$ cat config.mk
export PLATFORM = sky130hd
export DESIGN_NAME = pdc_top
export DESIGN_NICKNAME = d
export VERILOG_FILES = /design/src/pdc_pkg.sv /design/src/pdc_top.sv
export VERILOG_INCLUDE_DIRS = /design/src
export SDC_FILE = /design/constraint.sdc
export NUM_CORES = 1
export LEC_CHECK = 0
export ABC_AREA = 1
export BUFFER_PORTS_ARGS = -buffer_cell sky130_fd_sc_hd__buf_2
export CELL_PAD_IN_SITES_DETAIL_PLACEMENT = 0
export CELL_PAD_IN_SITES_GLOBAL_PLACEMENT = 1
export CORE_MARGIN = 2
export CORE_UTILIZATION = 42
export DETAILED_ROUTE_END_ITERATION = 6
export PLACE_DENSITY = 0.85
export SYNTH_ARGS = -nofsm -noshare
export SYNTH_HDL_FRONTEND = slang
export SYNTH_SLANG_ARGS = --single-unit
$ cat constraint.sdc
create_clock -name clk_sys_i -period 1.4 [get_ports clk_sys_i]
set_input_delay 0.28 -clock clk_sys_i [delete_from_list [all_inputs] [get_ports clk_sys_i]]
set_output_delay 0.28 -clock clk_sys_i [all_outputs]
set_load 0.01 [all_outputs]
$ cat src/pdc_regs.svh
// Register offsets, field positions, reset values and command codes of the pad drive block
// Notes on behaviour
// Drive strength of data, interrupt, aux and clock outputs set by register 0x03.
// Bits 7:6 set general output drive, codes 0..3 give 2..8 mA, reset 0.
// Bits 5:4 set clock output drive, same encoding, reset 1 giving 4 mA.
// Bits 3:0 are read/write shadow select and clock rate select, used elsewhere.
// After reset aux outputs 1,2 go to digital ground, 3,4 to analog ground.
// In power-on state pulls: reset, select up; clock, data in, sleep/tx down.
// In every other state, reset included, all input pulls are disconnected.
// Host should turn the clock output off at init when unused.
// Access starts with MSB-first command byte: 10 read, 11 write, low six bits address.
// A read returns the last written field values, else the reset values.
`ifndef PDC_REGS_SVH
`define PDC_REGS_SVH
`define PDC_CTRL_ADDR     6'h03
`define PDC_CTRL_RST      8'h10
`define PDC_IO_DRV_HI     7
`define PDC_IO_DRV_LO     6
`define PDC_CLK_DRV_HI    5
`define PDC_CLK_DRV_LO    4
`define PDC_SHA_SEL_BIT   3
`define PDC_RATE_HI       2
`define PDC_RATE_LO       0
`define PDC_CMD_RD        2'h2
`define PDC_CMD_WR        2'h3
`define PDC_UNMAPPED_RD   8'h00
`define PDC_BIT_LAST      3'h7
`endif

$ cat src/pdc_pkg.sv
// Types shared by the pad drive configuration block
package pdc_pkg;
   typedef enum logic [1:0] {PDC_DRV_2MA, PDC_DRV_4MA, PDC_DRV_6MA, PDC_DRV_8MA} pdc_drive_t;
   typedef enum {PDC_ST_CMD, PDC_ST_DATA, PDC_ST_SKIP} pdc_state_t;
endpackage

$ cat src/pdc_top.sv
// Pad drive configuration register with its mode-0 serial slave and pad control outputs
`timescale 1ns/1ps
`include "pdc_regs.svh"
module pdc_top (
   // Clock and reset
   input  wire logic                clk_sys_i,
   input  wire logic                rst_n_i,
   // Serial slave
   input  wire logic                sel_n_i,
   input  wire logic                sclk_i,
   input  wire logic                mosi_i,
   output logic                     miso_o,
   output logic                     miso_oe_n_o,
   // Transceiver state
   input  wire logic                pon_state_i,
   // Pad drive settings
   output pdc_pkg::pdc_drive_t      io_drive_o,
   output pdc_pkg::pdc_drive_t      clk_drive_o,
   output logic                     clock_out_shadow_select_o,
   output logic [2:0]               clock_out_rate_select_o,
   // Aux outputs, bits 0..3 are aux_out_1..aux_out_4
   output logic [3:0]               aux_out_o,
   output logic [3:0]               aux_oe_n_o,
   // Input pulls: up {reset, select}, down {clock, data in, sleep_tx_control}
   output logic [1:0]               pull_up_en_o,
   output logic [2:0]               pull_dn_en_o
);

   //----------------------------------------
   // Reset release
   //----------------------------------------
   logic [1:0] rst_sync_r;
   logic       rst_sync_n;

   always_ff @(posedge clk_sys_i or negedge rst_n_i) begin
      if (!rst_n_i) begin
         rst_sync_r <= 2'h0;
      end else begin
         rst_sync_r <= {rst_sync_r[0], 1'b1};
      end
   end
   assign rst_sync_n = rst_sync_r[1];

   //----------------------------------------
   // Address decode
   //----------------------------------------
   function automatic logic pdc_hit(input logic [5:0] addr);
      pdc_hit = (addr == `PDC_CTRL_ADDR);
   endfunction

   //----------------------------------------
   // Serial framing
   //----------------------------------------
   pdc_pkg::pdc_state_t state_r;
   logic                sclk_q_r;
   logic [2:0]          bit_cnt_r;
   logic [6:0]          rx_sh_r;
   logic [7:0]          rx_nxt;
   logic [7:0]          cmd_r;
   logic [7:0]          tx_sh_r;
   logic [7:0]          ctrl_r;
   logic                sclk_rise;
   logic                sclk_fall;
   logic                byte_done;
   logic                wr_stb;
   logic                rd_load;

   assign sclk_rise = !sel_n_i && sclk_i && !sclk_q_r;
   assign sclk_fall = !sel_n_i && !sclk_i && sclk_q_r;
   assign rx_nxt    = {rx_sh_r, mosi_i};
   assign byte_done = sclk_rise && (bit_cnt_r == `PDC_BIT_LAST);
   // Command byte is MSB first, top two bits select the access
   assign rd_load   = byte_done && (state_r == pdc_pkg::PDC_ST_CMD) && (rx_nxt[7:6] == `PDC_CMD_RD);
   assign wr_stb    = byte_done && (state_r == pdc_pkg::PDC_ST_DATA) && pdc_hit(cmd_r[5:0]);

   always_ff @(posedge clk_sys_i or negedge rst_sync_n) begin
      if (!rst_sync_n) begin
         sclk_q_r <= 1'b0;
      end else begin
         sclk_q_r <= sclk_i;
      end
   end

   always_ff @(posedge clk_sys_i or negedge rst_sync_n) begin
      if (!rst_sync_n) begin
         bit_cnt_r <= 3'h0;
         rx_sh_r   <= 7'h00;
      end else if (sel_n_i) begin
         bit_cnt_r <= 3'h0;
      end else if (sclk_rise) begin
         bit_cnt_r <= bit_cnt_r + 3'h1;
         rx_sh_r   <= rx_nxt[6:0];
      end
   end

   // Only one register access per select; later bytes are ignored
   always_ff @(posedge clk_sys_i or negedge rst_sync_n) begin
      if (!rst_sync_n) begin
         state_r <= pdc_pkg::PDC_ST_CMD;
         cmd_r   <= 8'h00;
      end else if (sel_n_i) begin
         state_r <= pdc_pkg::PDC_ST_CMD;
      end else if (byte_done) begin
         unique case (state_r)
            pdc_pkg::PDC_ST_CMD: begin
               cmd_r   <= rx_nxt;
               state_r <= (rx_nxt[7:6] == `PDC_CMD_WR) ? pdc_pkg::PDC_ST_DATA : pdc_pkg::PDC_ST_SKIP;
            end
            pdc_pkg::PDC_ST_DATA: begin
               state_r <= pdc_pkg::PDC_ST_SKIP;
            end
            pdc_pkg::PDC_ST_SKIP: begin
               state_r <= pdc_pkg::PDC_ST_SKIP;
            end
         endcase
      end
   end

   //----------------------------------------
   // Control register
   //----------------------------------------
   always_ff @(posedge clk_sys_i or negedge rst_sync_n) begin
      if (!rst_sync_n) begin
         ctrl_r <= `PDC_CTRL_RST;
      end else if (wr_stb) begin
         ctrl_r <= rx_nxt;
      end
   end

   assign io_drive_o                = pdc_pkg::pdc_drive_t'(ctrl_r[`PDC_IO_DRV_HI:`PDC_IO_DRV_LO]);
   assign clk_drive_o               = pdc_pkg::pdc_drive_t'(ctrl_r[`PDC_CLK_DRV_HI:`PDC_CLK_DRV_LO]);
   assign clock_out_shadow_select_o = ctrl_r[`PDC_SHA_SEL_BIT];
   assign clock_out_rate_select_o   = ctrl_r[`PDC_RATE_HI:`PDC_RATE_LO];

   //----------------------------------------
   // Read data out
   //----------------------------------------
   // Output changes on falling clock so the host samples it stable on the rise
   always_ff @(posedge clk_sys_i or negedge rst_sync_n) begin
      if (!rst_sync_n) begin
         tx_sh_r     <= 8'h00;
         miso_o      <= 1'b0;
         miso_oe_n_o <= 1'b1;
      end else begin
         miso_oe_n_o <= sel_n_i;
         if (sel_n_i) begin
            tx_sh_r <= 8'h00;
            miso_o  <= 1'b0;
         end else if (rd_load) begin
            tx_sh_r <= pdc_hit(rx_nxt[5:0]) ? ctrl_r : `PDC_UNMAPPED_RD;
         end else if (sclk_fall) begin
            miso_o  <= tx_sh_r[7];
            tx_sh_r <= {tx_sh_r[6:0], 1'b0};
         end
      end
   end

   //----------------------------------------
   // Aux outputs and input pulls
   //----------------------------------------
   // Aux pins stay grounded; other uses belong to blocks outside this one
   genvar gi;
   generate
      for (gi = 0; gi < 4; gi++) begin : g_aux
         always_ff @(posedge clk_sys_i or negedge rst_sync_n) begin
            if (!rst_sync_n) begin
               aux_out_o[gi]  <= 1'b0;
               aux_oe_n_o[gi] <= 1'b0;
            end else begin
               aux_out_o[gi]  <= 1'b0;
               aux_oe_n_o[gi] <= 1'b0;
            end
         end
      end
   endgenerate

   // Pulls off in reset, so the reset state never keeps them connected
   always_ff @(posedge clk_sys_i or negedge rst_sync_n) begin
      if (!rst_sync_n) begin
         pull_up_en_o <= 2'h0;
         pull_dn_en_o <= 3'h0;
      end else begin
         pull_up_en_o <= pon_state_i ? 2'h3 : 2'h0;
         pull_dn_en_o <= pon_state_i ? 3'h7 : 3'h0;
      end
   end

   //----------------------------------------
   // Assertions
   //----------------------------------------
   a_write_lands: assert property (@(posedge clk_sys_i) disable iff (!rst_sync_n)
      wr_stb |=> ctrl_r == $past(rx_nxt)) else $error("write data not stored");
   a_reg_holds: assert property (@(posedge clk_sys_i) disable iff (!rst_sync_n)
      !wr_stb |=> $stable(ctrl_r)) else $error("register changed without write");
   a_write_addr_only: assert property (@(posedge clk_sys_i) disable iff (!rst_sync_n)
      wr_stb |-> cmd_r[7:6] == `PDC_CMD_WR && cmd_r[5:0] == `PDC_CTRL_ADDR) else $error("write to wrong address");
   a_reset_value: assert property (@(posedge clk_sys_i)
      $rose(rst_sync_n) |-> io_drive_o == pdc_pkg::PDC_DRV_2MA && clk_drive_o == pdc_pkg::PDC_DRV_4MA)
      else $error("bad drive reset value");
   a_aux_ground: assert property (@(posedge clk_sys_i) disable iff (!rst_sync_n)
      aux_out_o == 4'h0 && aux_oe_n_o == 4'h0) else $error("aux output not grounded");
   // Flops still take the reset branch on the edge that releases reset
   a_pull_pon: assert property (@(posedge clk_sys_i) disable iff (!rst_sync_n)
      rst_sync_n && pon_state_i |=> pull_up_en_o == 2'h3 && pull_dn_en_o == 3'h7) else $error("pulls missing");
   a_pull_off: assert property (@(posedge clk_sys_i) disable iff (!rst_sync_n)
      !pon_state_i |=> pull_up_en_o == 2'h0 && pull_dn_en_o == 3'h0) else $error("pulls left on");
   a_read_load: assert property (@(posedge clk_sys_i) disable iff (!rst_sync_n)
      rd_load && pdc_hit(rx_nxt[5:0]) |=> tx_sh_r == $past(ctrl_r)) else $error("read data wrong");
   a_miso_release: assert property (@(posedge clk_sys_i) disable iff (!rst_sync_n)
      sel_n_i |=> miso_oe_n_o && !miso_o) else $error("miso driven while deselected");
   a_miso_drive: assert property (@(posedge clk_sys_i) disable iff (!rst_sync_n)
      !sel_n_i |=> !miso_oe_n_o) else $error("miso not driven while selected");
   a_cmd_quiet: assert property (@(posedge clk_sys_i) disable iff (!rst_sync_n)
      !sel_n_i && state_r == pdc_pkg::PDC_ST_CMD |-> !miso_o) else $error("miso not low during command byte");

   c_write: cover property (@(posedge clk_sys_i) disable iff (!rst_sync_n) wr_stb);
   c_read_hit: cover property (@(posedge clk_sys_i) disable iff (!rst_sync_n) rd_load && pdc_hit(rx_nxt[5:0]));
   c_pon_exit: cover property (@(posedge clk_sys_i) disable iff (!rst_sync_n) pon_state_i ##1 !pon_state_i);
   c_read_miss: cover property (@(posedge clk_sys_i) disable iff (!rst_sync_n) rd_load && !pdc_hit(rx_nxt[5:0]));

endmodule // pdc_top

==> results of run 1 <==
==> registers in the layout (all words and copies together) (netlist names) <==
name	flops
ctrl_r	8
tx_sh_r	8
rx_sh_r	7
cmd_r	6
bit_cnt_r	3
rst_sync_r	2
state_r	2
miso_o	1
miso_oe_n_o	1
pull_dn_en_o	1
sclk_q_r	1
==> cells by family (layout without fill, tap and decap cells) <==
group | count (synthesis) | in the layout | synth area share (%)
AND/OR/NAND/NOR | 96 | 97 | 24.0
flip-flops | 40 | 40 | 52.1
buffers and inverters | 38 | 67 | 10.4
AO/OA/AOI/OAI | 30 | 30 | 10.5
adder cells (fa/ha/maj) | 4 | 4 | 2.60
other | 2 | 9 | 0.390
==> per-layer routing <==
layer	GRT usage (%)	share of wire, %	vias to the layer above
met5	0	0	-
met4	3.14	0.52	0
met3	5.63	3.2	4
met2	26.4	49	23
met1	22.5	48	680
li1	-	-	711
==> cell usage after synthesis (4+ instances only) <==
master	count	area [um^2]
buf_4	12	90.1
dfrtp_1	38	951
ha_1	4	50.1
inv_1	21	78.8
nand2_1	69	259
nor2_1	13	48.8
o21ai_0	16	80.1
o21ai_2	8	70.1
==> critical path, delay by kind of cell (launching register included) <==
kind                     cells  cell delay (ps)
AND/OR/NAND/NOR              5              370
flip-flops                   1              410
adder cells (fa/ha/maj)      2              300
buffers and inverters        2              290
==> layout make-up <==
cell class,instances,area [um^2]
Inverter,23,88.8
Tap cell,52,65.1
Clock buffer,6,82.6
Multi-Input combinational cell,140,842
Sequential cell,40,1000
Timing Repair Buffer,36,235
Fill cell,418,2030
Clock inverter,2,38.8
==> path summary, 6_finish.rpt <==
| kind | start | slack [ps] | to |
|---|---|---|---|
| worst max-delay path | bit_cnt_r[0]$_DFFE_PN0P_ | -70 | tx_sh_r[1]$_DFFE_PN0P_ |
| worst min-delay path | pon_state_i | 90 | pull_dn_en_o[1]$_DFF_PN0_ |
| worst max register to register | bit_cnt_r[0]$_DFFE_PN0P_ | -70 | tx_sh_r[1]$_DFFE_PN0P_ |
| worst min register to register | rst_sync_r[1]$_DFF_PN0_ | 240 | ctrl_r[1]$_DFFE_PN0P_ |
| max in group asynchronous | rst_sync_r[1]$_DFF_PN0_ | 900 | miso_oe_n_o$_DFF_PN1_ |
| min in group asynchronous | rst_sync_r[1]$_DFF_PN0_ | 240 | ctrl_r[1]$_DFFE_PN0P_ |
==> report_power, final <==
| group | switching, mW | total [mW] | internal, mW |
|---|---|---|---|
| registers | 0.0359 | 1.24 | 1.21 |
| clock network | 0.427 | 1.01 | 0.583 |
| logic | 0.168 | 0.251 | 0.0829 |
==> metrics by stage <==
stage                     instances  power (mW)  TNS (ps)  area (um^2)  util (%)
final                           299        2.50      -465         2360      53.7
after detailed placement        283        1.51     -2180         2090      47.7
after global routing            299        2.61     -2000         2360      53.7
after global placement          283        1.51      -707         2090      47.7
after CTS                       293        2.52     -1080         2310      52.7
after floorplan                 217        1.43         0         1960         -
==> what timing repair did <==
item / CTS / global route
buffers inserted: 0 / 7
pin swaps: 9 / 12
hold endpoints to repair: 2 / 0
setup endpoints to repair: 21 / 22
resized for setup: 16 / 1
cloned: 1 / 0
hold buffers: 1 / 0
==> results.yml, run 1 <==
run_status:
  status: "finished, violations left"
  failed_checks: "negative setup slack"
grt:
  grt_max_degree: 39
  antenna_found_initial: 0
  grt_first_pass_wirelength_mm: 6.57
  track_usage_pct: 16.6
  grt-ovfl-total: 0
  grt_pass1_vias: 1372
critical_path:
  worstSetupPathType: "register to register"
  worstPathArrival_ps: 1650
  crit_path_frequent_cell: "nand2_1"
  endpoint_kind: "register"
  crit_chain: "ha_4 -> ha_4 -> buf_4 -> nand4_4 -> buf_4 -> nand2_1 -> nand2_1 -> nand2_1 -> nand2_1"
  cp_max_fo: 5
  max_stage_delay_ps: 410
  reg2regPathDepth: 9
  critPathSlowestCell: "dfrtp_1"
  critPathRequiredTime_ps: 1590
  startpoint_type: "register"
place:
  dp_hpwl_mm: 2.58
  pre_cts_ws_ps: -166
  gp_congestion: 0.743
  portBuffers: 20
routing:
  vias: 1418
  via_per_inst: 4.74
  wl_per_cell_um: 12.9
  drt_wl_total_mm: 3.86
  firstDrtPassIters: 4
  drt-initial-drc-count: 89
  drc: 0
  antenna_left: 0
floorplan:
  die_h_um: 71.7
  core-area_um2: 4380
  die_x_um: 71.7
  die-area_um2: 5140
  io_pins: 29
  start_util_pct: 43.9
  num_rows: 24
clock_tree:
  clock_sink_count: 40
  clock_latency_ps: 290
  cts_root_buf: "clkbuf_8"
  cts.path.max_buffers: 2
  tritoncts: "yes"
  cts_inserted_buffers: 5
  cts.htree.levels: 2
  clk_pin_slew_ps: 80
synthesis:
  ys_types: 29
  netlist_area_um2: 1930
  ys_ff_latch: 40
  ys_seq_area_share_pct: 52.1
  ys.flop_type: "dfrtp_1"
  synthCells: 210
  async_flop_share_pct: 100
  synth_edf_count: 0
  avgSynthCellArea_um2: 9.17
  ys_warn_count: 0
final_layout:
  layout_common_cells: "nand2_1, dfrtp_1, inv_1, buf_2, o21ai_0"
  area_growth_pct: 22.4
  fin_nets: 256
  layout_commonest_cell: "nand2_1"
  drive_gt1_share_pct: 32.0
  diodes: 0
power:
  ir_drop_mv: 0.860
  leakage_nw: 1.17
  p_per_area_nw_per_um2: 1060
worst_hold_path:
  whs_path_depth: 1
  hp-class: "primary input to register"
sta:
  max_freq_ghz: 0.682
  period_needed_ps: 1470
  finalWorstSetupSlack_ps: -65.7
  drv_slew: 0
  setup_viol: 15
  finalHoldViolCount: 0
  post-route-period-util_pct: 105
  rsz0062_at_grt: "true"
  fin_worst_skew_ps: 5.73
  holdWs_ps: 86.7
run:
  cap_violations: 0
(Power assumes the default switching activity.)
==> inputs of run 2 (changes only) <==
- CORE_UTILIZATION: 42 -> 38
- PLACE_DENSITY: 0.85 -> 0.82
- clock period: 1.4 -> 1.25 ns (I/O delays scaled with it)
==> run 2 against run 1 <==
The flow still finishes with violations (negative setup slack). Register-to-register slack got worse by 140 ps. Die area grew 9.9%. Count of clock-buffer cells in the layout rose by 1. Critical path depth fell by 2. Critical path type unchanged. Largest cell class unchanged. Largest power group unchanged.
==> results.yml, run 2 (synthesis gave the netlist of run 1 again) <==
run_status:
  status: "finished, violations left"
  failed_checks: "negative setup slack"
grt:
  grt_first_pass_wirelength_mm: 6.29
  grt_max_degree: 39
  grt_pass1_vias: 1344
  track_usage_pct: 14.9
  antenna_found_initial: 0
  grt-ovfl-total: 0
power:
  ir_drop_mv: 0.644
  p_per_area_nw_per_um2: 1150
  leakage_nw: 1.25
  power_mw: 2.86
clock_tree:
  cts_root_buf: "clkbuf_8"
  clock_sink_count: 40
  clk_pin_slew_ps: 80
  clock_latency_ps: 290
  cts_inserted_buffers: 5
  tritoncts: "yes"
  cts.htree.levels: 2
  cts.path.max_buffers: 2
critical_path:
  crit_path_frequent_cell: "buf_4"
  timing.rr.end: "cmd_r[1]$_DFFE_PN0P_"
  timing.rr.start: "state_r[0]$_DFFE_PN0P_"
  reg2regPathDepth: 7
  crit_buf_inv: 3
  crit_chain: "inv_1 -> ha_1 -> nand4_1 -> buf_4 -> buf_4 -> nand2_1 -> o21ai_0"
  critPathRequiredTime_ps: 1430
  rrSetupSlack_ps: -210
  max_stage_delay_ps: 420
  worstPathArrival_ps: 1630
  path_delay_family: "buffers and inverters"
  startpoint_type: "register"
  cp_max_fo: 12
  endpoint_kind: "register"
  critPathSlowestCell: "dfrtp_1"
  worstSetupPathType: "register to register"
worst_hold_path:
  hold_start: "pon_state_i"
  hold-path-endpoint: "pull_dn_en_o[1]$_DFF_PN0_"
  whs_path_depth: 1
  hp-class: "primary input to register"
final_layout:
  layout_common_cells: "nand2_1, dfrtp_1, buf_4"
  final_util_pct: 51.7
  top_regs: "ctrl_r (8), tx_sh_r (8), rx_sh_r (7)"
  area_growth_pct: 29.4
  fillers: 477
  diodes: 0
  layout_commonest_cell: "nand2_1"
  fin_nets: 268
  drive_gt1_share_pct: 36.7
  final_cells: 326
routing:
  drt-initial-drc-count: 70
  antenna_left: 0
  drt_wl_total_mm: 3.75
  firstDrtPassIters: 4
  vias: 1442
  wl_per_cell_um: 11.5
  via_per_inst: 4.42
  drc: 0
sta:
  fin_worst_skew_ps: 5.44
  finalHoldViolCount: 0
  finalWorstSetupSlack_ps: -206
  setup_viol: 24
  period_needed_ps: 1460
  max_freq_ghz: 0.687
  tns_ps: -4410
  drv_slew: 0
  post-route-period-util_pct: 117
  rsz0062_at_grt: "true"
floorplan:
  die-area_um2: 5650
  die_h_um: 75.2
  io_pins: 29
  start_util_pct: 40.0
  num_rows: 25
  die_x_um: 75.2
  core-area_um2: 4820
place:
  portBuffers: 20
  gp_congestion: 0.740
  pre_cts_ws_ps: -197
  dp_hpwl_mm: 2.53
  dpl.cell_count: 309
run:
  cap_violations: 0
-- run 2: worst max path at each step --
| stage | from | end | slack, ps | cells past startpoint |
|---|---|---|---|---|
| 2_1_floorplan | bit_cnt_r[0]$_DFFE_PN0P_ | tx_sh_r[1]$_DFFE_PN0P_ | -110 | 8 |
| 3_3_place_gp | bit_cnt_r[1]$_DFFE_PN0P_ | tx_sh_r[6]$_DFFE_PN0P_ | -190 | 8 |
| 3_5_place_dp | bit_cnt_r[0]$_DFFE_PN0P_ | tx_sh_r[5]$_DFFE_PN0P_ | -200 | 8 |
| 4_1_cts | bit_cnt_r[0]$_DFFE_PN0P_ | tx_sh_r[5]$_DFFE_PN0P_ | -190 | 8 |
| 5_1_grt | state_r[0]$_DFFE_PN0P_ | tx_sh_r[3]$_DFFE_PN0P_ | -350 | 8 |
| 6_report | state_r[0]$_DFFE_PN0P_ | cmd_r[1]$_DFFE_PN0P_ | -210 | 7 |
-- run 2: metal layers --
metal  up-vias  global-route usage (%)  wire length, um
li1        734                       -                -
met1       673                    21.3             1820
met2        28                    21.9             1720
met3         7                    5.22              166
met4         0                    3.51               36
met5         -                       0                0
-- run 2: what timing repair did --
item	in CTS	in global routing
resized for setup	6	15
hold buffers	1	0
pin swaps	6	9
hold endpoints to repair	2	0
gates cloned	1	0
setup endpoints to repair	24	25
buffers inserted	1	6
-- run 2: layout make-up --
type / instances / area (um^2) / share of cell area, %
clock buffer: 7 / 96.3 / 3.87
multi-input combinational: 140 / 840 / 33.7
clock inverter: 1 / 30.0 / 1.20
inverter: 23 / 91.3 / 3.66
timing repair buffer: 48 / 348 / 14.0
sequential: 40 / 1000 / 40.3
tap: 67 / 83.8 / 3.36
-- run 2: metrics by stage --
step	hold WS, ps	instance area [um^2]
detailed placement	37.9	2210
floorplan	-45.6	1980
global route	51.9	2490
global placement	34.7	2210
CTS	59.7	2380
finish	66.2	2490
-- run 2: power by group --
group          switching [mW]  internal, mW
clock                   0.451         0.705
sequential             0.0343          1.35
combinational           0.198         0.118
==> inputs of run 3 (changes only) <==
- CORE_ASPECT_RATIO: unset -> 1.25
==> run 3 against run 2 <==
The flow still finishes with violations (negative setup slack). Sequential cell count stayed put. Via count up 0.42%. Wire length grew 2.0%. Register-to-register slack about the same. Clock skew is 5.3 ps higher. Design area fell by 2.6%. Worst hold slack worse by 10 ps. Power shrank 3.8%. Sequential power barely moved. Worst setup slack improved by 14 ps. Non-clock buffer count up 1. Critical endpoint is now tx_sh_r[6]$_DFFE_PN0P_. Largest power group unchanged.
==> results.yml, run 3 (synthesis gave the netlist of run 1 again) <==
grt:
  grt_max_degree: 17
  antenna_found_initial: 0
  grt-ovfl-total: 0
  track_usage_pct: 15.3
  grt_first_pass_wirelength_mm: 6.50
  grt_pass1_vias: 1379
sta:
  fin_worst_skew_ps: 10.7
  rsz0062_at_grt: "true"
  post-route-period-util_pct: 115
  tns_ps: -3300
  max_freq_ghz: 0.693
  setup_viol: 24
  period_needed_ps: 1440
  finalWorstSetupSlack_ps: -192
  drv_slew: 0
  finalHoldViolCount: 0
  holdWs_ps: 56.1
final_layout:
  drive_gt1_share_pct: 37.7
  fin_nets: 269
  layout_common_cells: "nand2_1, dfrtp_1, buf_4"
  layout_commonest_cell: "nand2_1"
  final_area_um2: 2430
  top_regs: "ctrl_r (8), tx_sh_r (8), rx_sh_r (7)"
  diodes: 0
  final_util_pct: 50.6
  area_growth_pct: 26.1
power:
  leakage_nw: 1.21
  p_per_area_nw_per_um2: 1130
  ir_drop_mv: 0.719
clock_tree:
  cts_inserted_buffers: 5
  cts.htree.levels: 2
  cts_root_buf: "clkbuf_8"
  cts.path.max_buffers: 2
  tritoncts: "yes"
  clock_sink_count: 40
  clk_pin_slew_ps: 80
  clock_latency_ps: 300
critical_path:
  worstPathArrival_ps: 1680
  startpoint_type: "register"
  timing.rr.start: "bit_cnt_r[1]$_DFFE_PN0P_"
  setup.worst_path.start: "bit_cnt_r[1]$_DFFE_PN0P_"
  endpoint_kind: "register"
  cp_max_fo: 8
  critPathRequiredTime_ps: 1490
  worstSetupPathType: "register to register"
  rrSetupSlack_ps: -190
routing:
  wl_per_cell_um: 11.9
  drt_wl_total_mm: 3.82
  met2WireLength_mm: 2.03
  wl_met1_mm: 1.60
  antenna_left: 0
  drt-initial-drc-count: 60
  drc: 0
  top_layer: "met4"
  routed-wl-met3_um: 142
  vias: 1448
  firstDrtPassIters: 5
  via_per_inst: 4.53
run_status:
  status: "finished, violations left"
  failed_checks: "negative setup slack"
floorplan:
  start_util_pct: 40.1
  num_rows: 28
  die_x_um: 67.7
  io_pins: 29
  die_h_um: 83.6
  core-area_um2: 4800
  die-area_um2: 5660
run:
  cap_violations: 0
place:
  gp_congestion: 0.768
  portBuffers: 20
  postPlaceCellArea_um2: 2190
  pre_cts_ws_ps: -201
  dp_hpwl_mm: 2.73
worst_hold_path:
  hp-class: "primary input to register"
  hold_start: "pon_state_i"
-- run 3: routing by layer --
| layer | vias up | GRT usage [%] |
|---|---|---|
| met5 | - | 0 |
| met4 | 0 | 4.45 |
| met3 | 5 | 4.45 |
| met2 | 25 | 24.2 |
| met1 | 686 | 19.9 |
| li1 | 732 | - |
-- run 3: power breakdown --
part / internal (mW) / total [mW] / switching, mW / leakage [nW]
Clock: 0.591 / 1.05 / 0.460 / 0.0541
Sequential: 1.35 / 1.39 / 0.0380 / 0.530
Combinational: 0.118 / 0.310 / 0.192 / 0.627
-- run 3: cell type report --
type	count	area, um^2
Clock buffer	5	68.8
Clock inverter	3	42.5
Fill cell	465	2370
Inverter	23	91.3
Multi-Input combinational cell	140	827
Sequential cell	40	1000
Tap cell	60	75.1
Timing Repair Buffer	49	320
-- run 3: final timing paths --
| kind | end | cells past startpoint |
|---|---|---|
| setup / recovery | tx_sh_r[6]$_DFFE_PN0P_ | 8 |
| hold / removal | pull_dn_en_o[1]$_DFF_PN0_ | 1 |
| setup reg to reg | tx_sh_r[6]$_DFFE_PN0P_ | 8 |
| hold reg to reg | cmd_r[5]$_DFFE_PN0P_ | 0 |
| max in group asynchronous | miso_oe_n_o$_DFF_PN1_ | 1 |
| min in group asynchronous | cmd_r[5]$_DFFE_PN0P_ | 0 |
-- run 3: what timing repair did --
action                                  4_1_cts  5_1_grt
hold buffers                                  1        0
endpoints found under the hold margin         2        0
gates resized for setup                       5       15
endpoints found under the setup margin       22       25
setup buffers                                 1        8
cloned                                        1        0
pin swaps                                     5       11
-- run 3: critical path, stage by stage (launching register included) --
cell and delay, ps:
dfrtp_1 370, ha_2 190, ha_4 130, nand4_1 150, nor2_4 280, nand2_1 90, nand2_1 60, nand2_1 50
nand2_1 60
-- run 3: stage by stage --
stage / std cells / total power [mW]
3_3_place_gp: 302 / 1.72
3_5_place_dp: 302 / 1.72
2_1_floorplan: 217 / 1.60
4_1_cts: 313 / 2.79
6_report: 320 / 2.75
5_1_grt: 320 / 2.90
